$ cat config.mk
export PLATFORM = sky130hd
export DESIGN_NAME = bac_boot
export DESIGN_NICKNAME = d
export VERILOG_FILES = /design/src/hw/bac_pkg.sv /design/src/hw/bac_event.sv /design/src/hw/bac_boot.sv
export SDC_FILE = /design/constraint.sdc
export NUM_CORES = 1
export LEC_CHECK = 0
export BUFFER_PORTS_ARGS = -buffer_cell sky130_fd_sc_hd__buf_4
export CAP_MARGIN = 40
export CORE_ASPECT_RATIO = 0.75
export CORE_MARGIN = 2
export CORE_UTILIZATION = 55
export DETAILED_ROUTE_END_ITERATION = 7
export PLACE_DENSITY = 0.77
export SYNTH_ARGS = -nofsm -noshare
export SYNTH_HDL_FRONTEND = slang
export SYNTH_SLANG_ARGS = --single-unit
$ cat constraint.sdc
create_clock -name ref_clk_i -period 4.9 [get_ports ref_clk_i]
set_input_delay 0.49 -clock ref_clk_i [delete_from_list [all_inputs] [get_ports ref_clk_i]]
set_output_delay 0.49 -clock ref_clk_i [all_outputs]
set_load 0.01 [all_outputs]
$ cat src/hw/bac_pkg.sv
package bac_pkg;

   localparam logic [15:0] ON_CHIP_LO      = 16'h8000;
   localparam logic [15:0] ON_CHIP_HI      = 16'h87FF;
   localparam logic [15:0] MEM_BASE        = 16'h8000;
   localparam logic [15:0] EVENT_ADDR      = 16'h8010;
   localparam logic [15:0] RESET_ENTRY_PTR = 16'h7FFE;
   localparam logic [15:0] MEM_START_OFS   = 16'h0012;
   localparam logic [15:0] MEM_START_ADDR  = 16'h8024;
   localparam int          SYS_WORDS       = 18;

   localparam int          CLK_HZ          = 50_000_000;
   localparam int          REF_HZ          = 5_000_000;
   localparam int          REF_DIV         = CLK_HZ / REF_HZ;
   localparam int          HI_TICK_US      = 1;
   localparam int          HI_TICK_CYC     = HI_TICK_US * (CLK_HZ / 1_000_000);
   localparam int          LO_TICK_US      = 64;
   localparam int          LO_TICK_CYC     = LO_TICK_US * (CLK_HZ / 1_000_000);
   localparam int          LO_TICKS_PER_S  = 15625;
   localparam int          SLICE_REF_CYC   = 5120;
   localparam int          SLICE_CYC       = SLICE_REF_CYC * REF_DIV;
   localparam int          HALT_SLICES     = 3;
   localparam int          HALT_CYC        = HALT_SLICES * SLICE_CYC;

   localparam logic [7:0]  CTRL_POKE       = 8'h00;
   localparam logic [7:0]  CTRL_PEEK       = 8'h01;

   typedef enum logic [1:0] {
      BAC_CMD_NONE,
      BAC_CMD_WRITE,
      BAC_CMD_READ,
      BAC_CMD_EXEC
   } bac_cmd_t;

   typedef struct packed {
      logic        valid;
      bac_cmd_t    cmd;
      logic [15:0] addr;
      logic [15:0] data;
   } bac_mem_req_t;

   typedef struct packed {
      logic        valid;
      logic [1:0]  link;
      logic [7:0]  data;
   } bac_byte_t;

endpackage : bac_pkg

$ cat src/hw/bac_event.sv
`timescale 1ns/1ns
module bac_event (
   input  wire logic ref_clk_i,
   input  wire logic rst_b_i,
   input  wire logic req_pin_i,
   input  wire logic taker_ready_i,
   output logic      chan_ready_o,
   output logic      ack_o
);
   typedef struct packed {
      logic [2:0] sync;
      logic       level;
      logic       ready;
      logic       ack;
   } bac_ev_state_t;

   bac_ev_state_t st;
   bac_ev_state_t next_st;

   always_comb begin
      next_st = st;
      next_st.sync = {st.sync[1:0], req_pin_i};
      if (st.sync[2] == st.sync[1]) begin
         next_st.level = st.sync[1];
      end
      // rising edge marks channel ready unless ack is still set, even with nobody waiting
      if (next_st.level && !st.level && !st.ack) begin
         next_st.ready = 1'b1;
      end
      if (st.ready && taker_ready_i) begin
         next_st.ack   = 1'b1;
         next_st.ready = 1'b0;
      end else if (st.ack && !st.level) begin
         next_st.ack = 1'b0;
      end
   end

   always_ff @(posedge ref_clk_i or negedge rst_b_i) begin
      if (!rst_b_i) begin
         st <= '0;
      end else begin
         st <= next_st;
      end
   end

   assign chan_ready_o = st.ready;
   assign ack_o        = st.ack;
endmodule : bac_event

$ cat src/hw/bac_boot.sv
`timescale 1ns/1ns
module bac_boot (
   input  wire logic              ref_clk_i,
   input  wire logic              rst_b_i,
   input  wire logic              halt_req_i,
   input  wire logic              boot_source_select_i,
   input  wire logic              error_flag_i,
   input  wire logic              hi_proc_idle_i,
   input  wire logic              event_taker_ready_i,
   input  wire logic              event_taker_high_i,
   input  wire logic              event_request_in_i,
   input  wire bac_pkg::bac_byte_t rx_byte_i,
   input  wire logic              tx_ready_i,
   input  wire logic              tx_busy_i,
   input  wire logic              mem_ack_i,
   input  wire logic [15:0]       mem_rdata_i,
   output bac_pkg::bac_byte_t     tx_byte_o,
   output bac_pkg::bac_mem_req_t  mem_req_o,
   output logic                   mem_on_chip_o,
   output logic                   mem_reserved_o,
   output logic [3:0]             link_out_force_low_o,
   output logic                   refresh_en_o,
   output logic                   halted_o,
   output logic                   preempt_low_o,
   output logic                   error_o,
   output logic                   event_acknowledge_out_o,
   output logic                   event_chan_ready_o,
   output logic [15:0]            hi_timer_o,
   output logic [15:0]            lo_timer_o,
   output logic [15:0]            exec_addr_o,
   output logic [15:0]            workspace_o,
   output logic                   exec_start_o
);
   typedef enum logic [3:0] {
      S_IDLE, S_CTRL, S_ADDR_LO, S_ADDR_HI, S_DATA_LO, S_DATA_HI,
      S_MEM, S_TX_LO, S_TX_HI, S_LOAD, S_EXEC, S_RUN, S_HALTING, S_HALTED
   } bac_fsm_t;

   typedef struct packed {
      bac_fsm_t              fsm;
      logic [7:0]            ctrl;
      logic [1:0]            link;
      logic [15:0]           addr;
      logic [15:0]           data;
      logic [15:0]           count;
      logic [15:0]           hi_t;
      logic [15:0]           lo_t;
      logic [5:0]            hi_div;
      logic [11:0]           lo_div;
      logic [23:0]           halt_cnt;
      logic [2:0]            hsync;
      logic                  halt_lvl;
      logic                  inspect;
      bac_pkg::bac_mem_req_t req;
      bac_pkg::bac_byte_t    tx;
      logic [15:0]           exec_addr;
      logic [15:0]           ws;
      logic                  exec;
   } bac_state_t;

   bac_state_t st;
   bac_state_t next_st;
   logic       ev_ready;

   function automatic logic is_on_chip(input logic [15:0] a);
      is_on_chip = (a >= bac_pkg::ON_CHIP_LO) && (a <= bac_pkg::ON_CHIP_HI);
   endfunction : is_on_chip

   function automatic logic is_reserved(input logic [15:0] a);
      logic [15:0] ofs;
      ofs = (a - bac_pkg::MEM_BASE) >> 1;
      // channel words 0-17 inside the reserved region
      is_reserved = is_on_chip(a) && (ofs < bac_pkg::MEM_START_OFS);
   endfunction : is_reserved

   bac_event u_event (
      .ref_clk_i     (ref_clk_i),
      .rst_b_i       (rst_b_i),
      .req_pin_i     (event_request_in_i),
      .taker_ready_i (event_taker_ready_i),
      .chan_ready_o  (ev_ready),
      .ack_o         (event_acknowledge_out_o)
   );

   always_comb begin
      next_st      = st;
      next_st.exec = 1'b0;
      next_st.req.valid = 1'b0;
      if (tx_ready_i) begin
         next_st.tx.valid = 1'b0;
      end
      next_st.hsync = {st.hsync[1:0], halt_req_i};
      if (st.hsync[2] == st.hsync[1]) begin
         next_st.halt_lvl = st.hsync[1];
      end
      // timers
      if (st.hi_div == 6'(bac_pkg::HI_TICK_CYC - 1)) begin
         next_st.hi_div = '0;
         next_st.hi_t   = st.hi_t + 16'h0001;
      end else begin
         next_st.hi_div = st.hi_div + 6'h01;
      end
      if (st.lo_div == 12'(bac_pkg::LO_TICK_CYC - 1)) begin
         next_st.lo_div = '0;
         next_st.lo_t   = st.lo_t + 16'h0001;
      end else begin
         next_st.lo_div = st.lo_div + 12'h001;
      end
      // halt request edge, from any state unless the state case below moves fsm in the same cycle
      if (next_st.halt_lvl && !st.halt_lvl) begin
         next_st.fsm      = S_HALTING;
         next_st.halt_cnt = '0;
         next_st.inspect  = 1'b1;
      end
      case (st.fsm)
         S_IDLE: begin
            if (st.halt_lvl) begin
               next_st.fsm = S_HALTED;
            end else if (boot_source_select_i) begin
               next_st.exec_addr = bac_pkg::RESET_ENTRY_PTR;
               next_st.ws        = bac_pkg::MEM_START_ADDR;
               next_st.exec      = 1'b1;
               next_st.fsm       = S_RUN;
            end else begin
               next_st.fsm = S_CTRL;
            end
         end
         S_CTRL: begin
            if (rx_byte_i.valid) begin
               next_st.ctrl = rx_byte_i.data;
               next_st.link = rx_byte_i.link;
               next_st.addr = bac_pkg::MEM_START_ADDR;
               next_st.count = {8'h00, rx_byte_i.data};
               if (rx_byte_i.data == bac_pkg::CTRL_POKE || rx_byte_i.data == bac_pkg::CTRL_PEEK) begin
                  next_st.fsm = S_ADDR_LO;
               end else begin
                  next_st.fsm = S_LOAD;
               end
            end
         end
         S_ADDR_LO: begin
            if (rx_byte_i.valid && rx_byte_i.link == st.link) begin
               next_st.addr[7:0] = rx_byte_i.data;
               next_st.fsm       = S_ADDR_HI;
            end
         end
         S_ADDR_HI: begin
            if (rx_byte_i.valid && rx_byte_i.link == st.link) begin
               next_st.addr[15:8] = rx_byte_i.data;
               if (st.ctrl == bac_pkg::CTRL_POKE) begin
                  next_st.fsm = S_DATA_LO;
               end else begin
                  next_st.req = '{1'b1, bac_pkg::BAC_CMD_READ,
                                  {rx_byte_i.data, st.addr[7:0]}, 16'h0000};
                  next_st.fsm = S_MEM;
               end
            end
         end
         S_DATA_LO: begin
            if (rx_byte_i.valid && rx_byte_i.link == st.link) begin
               next_st.data[7:0] = rx_byte_i.data;
               next_st.fsm       = S_DATA_HI;
            end
         end
         S_DATA_HI: begin
            if (rx_byte_i.valid && rx_byte_i.link == st.link) begin
               next_st.req = '{1'b1, bac_pkg::BAC_CMD_WRITE, st.addr,
                               {rx_byte_i.data, st.data[7:0]}};
               next_st.fsm = S_MEM;
            end
         end
         S_MEM: begin
            next_st.req = st.req;
            if (mem_ack_i) begin
               next_st.req.valid = 1'b0;
               if (st.ctrl == bac_pkg::CTRL_PEEK) begin
                  next_st.data = mem_rdata_i;
                  next_st.fsm  = S_TX_LO;
               end else if (st.ctrl == bac_pkg::CTRL_POKE) begin
                  next_st.fsm = S_CTRL;
               end else if (st.count == 16'h0000) begin
                  next_st.fsm = S_EXEC;
               end else begin
                  next_st.fsm = S_LOAD;
               end
            end
         end
         S_TX_LO: begin
            if (!st.tx.valid) begin
               next_st.tx  = '{1'b1, st.link, st.data[7:0]};
               next_st.fsm = S_TX_HI;
            end
         end
         S_TX_HI: begin
            if (!st.tx.valid || tx_ready_i) begin
               next_st.tx  = '{1'b1, st.link, st.data[15:8]};
               next_st.fsm = S_CTRL;
            end
         end
         S_LOAD: begin
            if (rx_byte_i.valid && rx_byte_i.link == st.link) begin
               // byte write into code area, the byte copied into both halves of the data word
               next_st.req = '{1'b1, bac_pkg::BAC_CMD_WRITE, st.addr,
                               {rx_byte_i.data, rx_byte_i.data}};
               next_st.addr  = st.addr + 16'h0001;
               next_st.count = st.count - 16'h0001;
               next_st.fsm   = S_MEM;
            end
         end
         S_EXEC: begin
            next_st.exec_addr = bac_pkg::MEM_START_ADDR;
            next_st.ws        = st.addr + {15'h0000, st.addr[0]};
            next_st.req       = '{1'b1, bac_pkg::BAC_CMD_EXEC,
                                  bac_pkg::MEM_START_ADDR, 16'h0000};
            next_st.exec      = 1'b1;
            next_st.fsm       = S_RUN;
         end
         S_RUN: begin
            // the start request stands until memory takes it
            next_st.req = st.req;
            if (mem_ack_i) begin
               next_st.req.valid = 1'b0;
            end
         end
         S_HALTING: begin
            next_st.halt_cnt = st.halt_cnt + 24'h00_0001;
            if ((st.halt_cnt >= 24'(bac_pkg::HALT_CYC - 1) || hi_proc_idle_i) && !tx_busy_i) begin
               next_st.fsm = S_HALTED;
            end
         end
         S_HALTED: begin
            if (!st.halt_lvl) begin
               next_st.fsm = S_IDLE;
            end
         end
         default: begin
            next_st.fsm = S_IDLE;
         end
      endcase
   end

   always_ff @(posedge ref_clk_i or negedge rst_b_i) begin
      if (!rst_b_i) begin
         st     <= '0;
         st.fsm <= S_IDLE;
      end else begin
         st <= next_st;
      end
   end

   assign error_o              = error_flag_i;
   assign preempt_low_o        = ev_ready & event_taker_ready_i & event_taker_high_i;
   assign event_chan_ready_o   = ev_ready;
   assign mem_on_chip_o        = is_on_chip(st.req.addr);
   assign mem_reserved_o       = is_reserved(st.req.addr);
   assign link_out_force_low_o = {4{~rst_b_i}};
   assign refresh_en_o         = 1'b1;
   assign halted_o             = (st.fsm == S_HALTED);
   assign tx_byte_o            = st.tx;
   assign mem_req_o            = st.req;
   assign hi_timer_o           = st.hi_t;
   assign lo_timer_o           = st.lo_t;
   assign exec_addr_o          = st.exec_addr;
   assign workspace_o          = st.ws;
   assign exec_start_o         = st.exec;
endmodule : bac_boot

==> results.env, run 1 <==
OUTCOME='complete, no violations'
CRITICAL_PATH.REG2REG.STARTPOINT='st[217]$_DFF_PN0_'
FP.DIEH_MICRONS=127
NETSWITCHINGPOWER_W=0.00224
CP_TOP_FAMILY='flip-flops'
FIN_NETS=1248
CPPEAKSTAGEDELAY_NS=0.92
CTS-BUFFERS-INSERTED=22
SYNTH-SEQ-CELLS=211
SYNTHTOLAYOUTAREAGROWTH_PCT=12.1
TOTAL_POWER_W=0.00623
SYNTH.DISTINCT_CELLS=70
FINCLKSKEW_NS=0.0116
POST_CTS_RESIZED=0
POWER_FRAC_COMB=0.312
SYNTH_ENABLE_FLOP_CELLS=0
PLACE_HPWL_MICRONS=18500
YOSYSSEQAREASHARE=0.479
CTS_ROOT_BUF='clkbuf_16'
WORST_SLEW_MARGIN_REL=0.342
ROUTED_WIRE_LENGTH_PER_INSTANCE_MICRONS=18.3
RSZ0062_AT_GRT='false'
WORST-PATH-BUF-INV=1
CRITICAL_PATH_ARRIVAL_NS=3.35
WORSTSETUPSTARTPOINT='st[217]$_DFF_PN0_'
MAX_CAP_VIOL_COUNT=0
NUM_ROWS=44
WORSTHOLDPATHCELLS=1
MIN_PERIOD_OVER_PERIOD=0.606
REQUIRED_NS=5.29
DIODES=0
ROUTE.ANTENNA.REMAINING_NETS=0
TIMING.SETUP.TNS_NS=0
CTS_TREE='built'
STATIC-LEAKAGE-POWER_nW=5.70
TIMING_HOLD_VIOLATIONS_FINAL=0
FINAL_COMMON_CELL='dfrtp_1'
LAYOUT.FILLER_CELLS=1614
CLOCK_TRANSITION_AT_PATH_REGS_NS=0.06
FIRST_PASS_ITERS=6
CLOCKBUFFERDEPTH=3
DRV_SLEW=0
MOSTFREQUENTLAYOUTCELLS='dfrtp_1, buf_4, nand2_1, nor2_1, o21ai_0'
DIE_WIDTH_MICRONS=168
NUMBER_OF_ANTENNA_VIOLATIONS_AT_THE_FIRST_CHECK_IN_GLOBAL_ROUTING=0
WORSTPATHMAXFANOUT=32
DIE_AREA_SQ_UM=21200
SHARE_CLK_OF_TOTAL_POWER=0.269
INITIAL_CORE_UTILIZATION=0.566
PERIOD_NEEDED_NS=2.97
DRT-INITIAL-DRC-COUNT=815
YOSYSTOPAREACELLSHARE=0.479
FRACTION_OF_LAYOUT_CELLS_WITH_A_SIZE_SUFFIX_ABOVE_1=0.191
CRITICAL_PATH_DEPTH=5
CTS_SETUP_BUFFERS=0
POSTSYNTH.ASYNCRESETSHARE=1.00
POST-ROUTE-DRC-COUNT=0
CRIT_PATH_TOP_DELAY_CELL='dfrtp_1'
SETUP.WORST_PATH.END_CLASS='flip-flop'
SYNTHCELLS=1168
CRIT_PATH_START_KIND='flip-flop'
MAX_FREQ_MHz=337
TIMING_WORST_SLEW_PIN_VALUE_NS=0.979
CRITICAL_PATH.CELL_CHAIN='nand4bb_1 -> o31ai_1 -> o31ai_4 -> buf_8 -> a22o_1'
MIN_FROM='halt_req_i'
POST-SYNTH-TOP-AREA-CELL='dfrtp_1'
IOS=162
YS.WARNINGS.COUNT=0
STDCELL_COUNT=1467
GRT_START_MAX_NET_PINS=108
CLOCK_LATENCY_NS=0.51
PLACED_CELLS_INCL_TAPS=1427
GRT_PASS1_VIAS=8097
GRT.TOTAL_USAGE=0.254
SINK_COUNT_OF_THE_CLOCK_TREE=211
ROUTED_VIA_DENSITY=5.95
SYN_AREA_SQ_UM=11000
SEQUENTIAL_CELL_AREA_SQ_UM=5280
SYNTHFLOPTYPE='dfrtp_1'
GP_CONGESTION=0.978
WORST_IR_DROP_VDD_uV=226
POWER.DENSITY_CELL_AREA_nW_PER_UM2=504
BIGGEST_AREA_CONTRIBUTORS_IN_THE_SYNTHESIZED_NETLIST='dfrtp_1, buf_4, nand2_1'
P_INT_W=0.00400
TOTAL_VIAS_IN_THE_FINAL_ROUTE=8735
POWER.SHARE.SEQUENTIAL=0.419
WORST_R2R_PATH_DEPTH=5
PORTBUFFERS=156
WORSTSETUPPATHTYPE='flip-flop to flip-flop'
WIRE_LENGTH_OF_THE_FIRST_GLOBAL_ROUTING_PASS_MICRONS=43700
GLOBALROUTEOVERFLOWTOTAL=0
DESIGN.CORE.AREA_SQ_UM=19500
AREA_OF_THE_MULTI_INPUT_GATES_SQ_UM=4640
SWITCHING_SHARE=0.359
FINALWIRELENGTH_MICRONS=26900
HTREE_NUM_LEVELS=1
AVERAGE_SIZE_OF_A_MAPPED_CELL_SQ_UM=9.45
HP-CLASS='input pin to flip-flop'
SETUP_VIOLATIONS=0
==> sequential cells by signal, indices dropped and copies added, names as in the netlist <==
signal                cells
u_event.ack_o             1
u_event.chan_ready_o      1
mem_req_o                35
exec_addr_o               3
next_st                   2
tx_byte_o                11
lo_timer_o               16
u_event.st                2
workspace_o              15
u_event.next_st           2
st                      106
hi_timer_o               16
exec_start_o              1
==> cell families after synthesis <==
logic type | after synthesis | synth area share
adders and majority gates | 11 | 0.0120
other | 2 | 0.000681
AOI/OAI and AO/OA | 242 | 0.142
muxes | 24 | 0.0231
and+or+nand+nor | 425 | 0.187
xor gates and xnor gates | 69 | 0.0548
DFF | 211 | 0.479
buffers and inverters | 184 | 0.102
==> final timing paths <==
check,endpoint,slack [ns]
max in group asynchronous,workspace_o[10]$_DFFE_PN0P_,3.32
worst max register to register,mem_req_o[12]$_DFFE_PN0P_,1.93
min in group asynchronous,exec_addr_o[15]$_DFFE_PN0P_,0.37
worst min-delay path,next_st[82]$_DFF_PN0_,0.09
worst min register to register,u_event.next_st[5]$_DFF_PN0_,0.35
worst max-delay path,mem_req_o[12]$_DFFE_PN0P_,1.93
==> through the flow <==
step | setup WS (ns) | hold slack, ns | utilization | area [sq um]
final | 1.93 | 0.0874 | 0.635 | 12400
after global routing | 1.71 | 0.0783 | 0.635 | 12400
after CTS | 1.94 | 0.0737 | 0.634 | 12400
after detailed placement | 1.97 | 0.314 | 0.596 | 11600
after global placement | 2.10 | 0.334 | 0.592 | 11500
after floorplan | 2.64 | 0.194 | - | 11000
==> cell usage after synthesis (3+ instances only) <==
cell type  count
nand4_1       20
nand3_1       40
a32oi_1        6
buf_2          5
nor3_1        25
a22oi_1       27
a21oi_1       46
and4_1         8
o2bb2ai_1      3
o211ai_1       9
ha_1           9
dfrtp_1      211
o31ai_1       13
nand2b_1       7
clkbuf_1      38
mux2_2        12
and2_1        11
a2111oi_0      3
or4_1          5
o21ai_0       73
o21a_1         3
inv_1         17
and3_1        21
a211oi_1      10
a221oi_1       3
or2_2          4
a22o_1        12
buf_4        115
nand2_1      153
a31oi_1        6
buf_1          8
xnor2_1       43
nor2_1        91
nor4_1        12
o22ai_1        8
xor2_1        26
nor2b_1        8
mux2i_1       12
==> repair_timing <==
action | 4_1_cts | 5_1_grt
setup endpoints to repair | 0 | 0
hold buffers | 1 | 0
endpoints found under the hold margin | 3 | 0
==> cell type report <==
class	count	share of cell area
clock buffers	32	0.0541
clock inverters	6	0.00465
inverters	18	0.00546
multi-input cells	774	0.375
flip-flops and latches	211	0.427
well taps	253	0.0256
repair buffers	173	0.108
==> power groups by stage <==
stage          Clock (W)  Sequential, W  Combinational, W
3_5_place_dp           0        0.00262           0.00192
6_report         0.00168        0.00261           0.00195
3_3_place_gp           0        0.00260           0.00185
4_1_cts          0.00170        0.00259           0.00193
2_1_floorplan          0        0.00240           0.00160
5_1_grt          0.00177        0.00267           0.00213
==> metal layers <==
metal | track usage | vias up | share of wire
li1 | - | 4066 | -
met5 | 0 | - | 0
met1 | 0.388 | 4261 | 0.47
met3 | 0.0471 | 48 | 0.079
met2 | 0.371 | 360 | 0.43
met4 | 0.0706 | 0 | 0.023
No activity file was read; power rests on OpenSTA's default activity.
==> run 2, diff against run 1 <==
ABC_AREA = 1   (was unset)
clock period = 2.9 ns   (was 4.9 ns; I/O delays follow)
==> run 2 against run 1 <==
Synthesized cell count is 31% higher. Wire length is 12% higher. Register-to-register slack worse by 1.4 ns. Total power is 71% higher. Final cell count is 28% higher. Die area is 7.1% higher. Largest cell class unchanged. Highest routed layer unchanged.
==> results.env, run 2 <==
NUMBER_OF_FLIP_FLOPS_UNDER_THE_LARGEST_REGISTER_NAME=106  # unchanged
FRACTION_OF_LAYOUT_CELLS_WITH_A_SIZE_SUFFIX_ABOVE_1=0.149  # -0.0423
WORST-PATH-BUF-INV=2  # +1
SYNTH.DISTINCT_CELLS=48  # -31%
SYN_AREA_SQ_UM=11800  # +7.3%
ROUTED_WIRE_LENGTH_PER_INSTANCE_MICRONS=16.0  # -13%
YOSYSTOPAREACELLSHARE=0.446  # -0.0327
POST-ROUTE-DRC-COUNT=0  # unchanged
DESIGN.CORE.AREA_SQ_UM=21100  # +8.4%
CRIT_PATH_START_KIND='flip-flop'
FINALWIRELENGTH_MICRONS=30200  # +12%
DIE_WIDTH_MICRONS=173  # +3.5%
TIMING_HOLD_VIOLATIONS_FINAL=0  # unchanged
DIE_AREA_SQ_UM=22700  # +7.1%
CP_TOP_FAMILY='simple AND/OR/NAND/NOR gates'
CRITICAL_PATH.REG2REG.ENDPOINT='mem_req_o[12]$_DFFE_PN0P_'
GRT_PASS1_VIAS=9450  # +17%
FINAL_COMMON_CELL='nand2_1'
MOSTFREQUENTLAYOUTCELLS='nand2_1, dfrtp_1, buf_4, inv_1, nor2_1'
STATIC-LEAKAGE-POWER_nW=6.62  # +16%
INITIAL_CORE_UTILIZATION=0.561  # -0.00554
FIN_HOLD_WS_NS=0.00910  # -0.0783 ns
SYNTHCELLS=1529  # +31%
WORSTSETUPPATHTYPE='flip-flop to flip-flop'
POSTSYNTH.ASYNCRESETSHARE=1.00  # unchanged
BIGGEST_AREA_CONTRIBUTORS_IN_THE_SYNTHESIZED_NETLIST='dfrtp_1, nand2_1, buf_4'
SINK_COUNT_OF_THE_CLOCK_TREE=211  # unchanged
PLACE_HPWL_MICRONS=22100  # +19%
PLACEDINSTANCEAREA_SQ_UM=12500  # +7.4%
CRIT_PATH_END='mem_req_o[12]$_DFFE_PN0P_'
WORST_R2R_PATH_DEPTH=8  # +3
SYNTH_ENABLE_FLOP_CELLS=0  # unchanged
GLOBALROUTEOVERFLOWTOTAL=0  # unchanged
WORST_SLEW_MARGIN_REL=0.394  # +0.0521
SETUP_VIOLATIONS=0  # unchanged
NUM_ROWS=46  # +4.5%
FINCLKSKEW_NS=0.0226  # +0.0110 ns
TOTAL_VIAS_IN_THE_FINAL_ROUTE=10300  # +18%
WORSTPATHMAXFANOUT=29  # -9.4%
CTS-BUFFERS-INSERTED=22  # unchanged
CPPEAKSTAGEDELAY_NS=0.45  # -0.47 ns
MAX_CAP_VIOL_COUNT=0  # unchanged
FIRST_PASS_ITERS=6  # unchanged
CRITICAL_PATH_ARRIVAL_NS=2.71  # -0.64 ns
CLOCKBUFFERDEPTH=3  # unchanged
YS.WARNINGS.COUNT=0  # unchanged
CLOCK_LATENCY_NS=0.51  # about the same
IOS=162  # unchanged
SYNTH.MOST_COMMON_CELL='nand2_1'
POST-SYNTH-TOP-AREA-CELL='dfrtp_1'
RSZ0062_AT_GRT='false'
SYNTHTOLAYOUTAREAGROWTH_PCT=11.6
TOP_POST_SYNTHESIS_CELLS_BY_COUNT='nand2_1, dfrtp_1, inv_1'
MIN_PERIOD_OVER_PERIOD=0.800  # +0.195
POWER.DENSITY_CELL_AREA_nW_PER_UM2=806  # +60%
DRV_SLEW=0  # unchanged
DIODES=0  # unchanged
DRT-INITIAL-DRC-COUNT=1031  # +27%
WIRE_LENGTH_OF_THE_FIRST_GLOBAL_ROUTING_PASS_MICRONS=48600  # +11%
SETUP.WORST_PATH.END_CLASS='flip-flop'
GRT_START_MAX_NET_PINS=104  # -3.7%
SYNTHFLOPTYPE='dfrtp_1'
CLOCK_TRANSITION_AT_PATH_REGS_NS=0.06  # about the same
REGTOREGSETUPSLACK_NS=0.58  # -1.35 ns
TIMING_WORST_SLEW_PIN_VALUE_NS=0.903  # -0.0760 ns
FP.DIEH_MICRONS=131  # +3.5%
GP_CONGESTION=0.973  # -0.56%
ROUTED_VIA_DENSITY=5.47  # -8.2%
HTREE_NUM_LEVELS=1  # unchanged
REQUIRED_NS=3.29  # -2.00 ns
CRITICAL_PATH.CELL_CHAIN='nor2_1 -> nand2_1 -> inv_1 -> nand2_2 -> nand2_4 -> inv_2 -> nand2_1 -> o31ai_1'
TIMING.SETUP.TNS_NS=0  # unchanged
NUMBER_OF_ANTENNA_VIOLATIONS_AT_THE_FIRST_CHECK_IN_GLOBAL_ROUTING=0  # unchanged
MAX_FREQ_MHz=431  # +28%
FIN_NETS=1629  # +31%
REGISTERS.TOP_BY_FF_COUNT='st'
PERIOD_NEEDED_NS=2.32  # -0.647 ns
ROUTE.ANTENNA.REMAINING_NETS=0  # unchanged
CRIT_PATH_TOP_DELAY_CELL='dfrtp_1'
LAYOUT.FILLER_CELLS=1866  # +16%
POSTLAYOUTCELLAREA_SQ_UM=13200  # +6.9%
CTS_TREE='built'
AVERAGE_SIZE_OF_A_MAPPED_CELL_SQ_UM=7.75  # -18%
CRITICAL_PATH_MOST_COMMON_CELL='nand2_1'
SYNTH-SEQ-CELLS=211  # unchanged
CTS_SETUP_BUFFERS=0  # unchanged
PORTBUFFERS=156  # unchanged
HP-CLASS='input pin to flip-flop'
WORST_IR_DROP_VDD_uV=382  # +69%
GRT.TOTAL_USAGE=0.263  # +0.00946
CTS_ROOT_BUF='clkbuf_16'
CRITICAL_PATH.REG2REG.STARTPOINT='st[218]$_DFF_PN0_'
OUTCOME='complete, no violations'
TOTAL_POWER_W=0.0107  # +71%
WORSTSETUPSTARTPOINT='st[218]$_DFF_PN0_'
CRITICAL_PATH_DEPTH=8  # +3
YOSYSSEQAREASHARE=0.446  # -0.0327
[run 2: repair_timing]
| action | 4_1_cts | 5_1_grt |
|---|---|---|
| resized for setup | 0 | 0 |
| endpoints found under the hold margin | 35 | 0 |
| setup endpoints to repair | 0 | 0 |
| hold buffers | 5 | 0 |
[run 2: cell families (layout without fill, tap and decap cells)]
kind of cell    Yosys count  count (layout)  share of synthesized area
compound gates          194             194                     0.0932
buf+inv                 314             377                      0.140
xor+xnor                 41              41                     0.0303
fa+ha+maj                10              10                     0.0104
mux                      10              10                    0.00930
simple gates            747             747                      0.270
other cells               2               3                   0.000634
flops                   211             211                      0.446
[run 2: power by group]
| part | internal (W) | switching, W |
|---|---|---|
| clock | 0.00158 | 0.00115 |
| sequential | 0.00363 | 0.000596 |
| combinational | 0.00140 | 0.00229 |
| total | 0.00661 | 0.00404 |
[run 2: worst register-to-register path, delay by kind of cell, from the launching register on]
family          cells  cell delay [ns]
simple gates        5             1.07
flops               1             0.45
compound gates      1             0.08
buf+inv             2             0.61
[run 2: final cells by class]
type	count	area [sq um]	area share
tap	288	360	0.0273
clock buffer	31	624	0.0472
inverter	166	623	0.0471
sequential	211	5280	0.399
multi-input combinational	1005	4910	0.371
timing repair buffer	175	1360	0.103
clock inverter	5	63.8	0.00483
[run 2: worst min-delay path by stage]
stage	slack (ns)	endpoint	cells past startpoint	from
finish	0.009	st[182]$_DFFE_PN0P_	2	mem_rdata_i[8]
global route	0.009	st[183]$_DFFE_PN0P_	2	mem_rdata_i[9]
CTS	0.0004	st[182]$_DFFE_PN0P_	2	mem_rdata_i[8]
detailed placement	0.22	u_event.next_st[5]$_DFF_PN0_	1	rst_b_i
global placement	0.22	u_event.ack_o$_DFFE_PN0P_	1	rst_b_i
floorplan	-0.006	exec_addr_o[14]$_DFFE_PN0P_	0	rst_b_i
[run 2: metrics by stage]
step | util | setup slack [ns] | instances
global placement | 0.591 | 0.740 | 1840
CTS | 0.626 | 0.601 | 1881
finish | 0.626 | 0.579 | 1881
global route | 0.626 | 0.366 | 1881
floorplan | - | 1.24 | 1530
detailed placement | 0.591 | 0.608 | 1840
[run 2: metal layers]
layer / global-route usage / vias to the layer above / part of all wire
met4: 0.0633 / 0 / 0.017
met1: 0.393 / 4907 / 0.47
met2: 0.407 / 400 / 0.44
met5: 0 / - / 0
li1: - / 4941 / -
met3: 0.0392 / 36 / 0.077
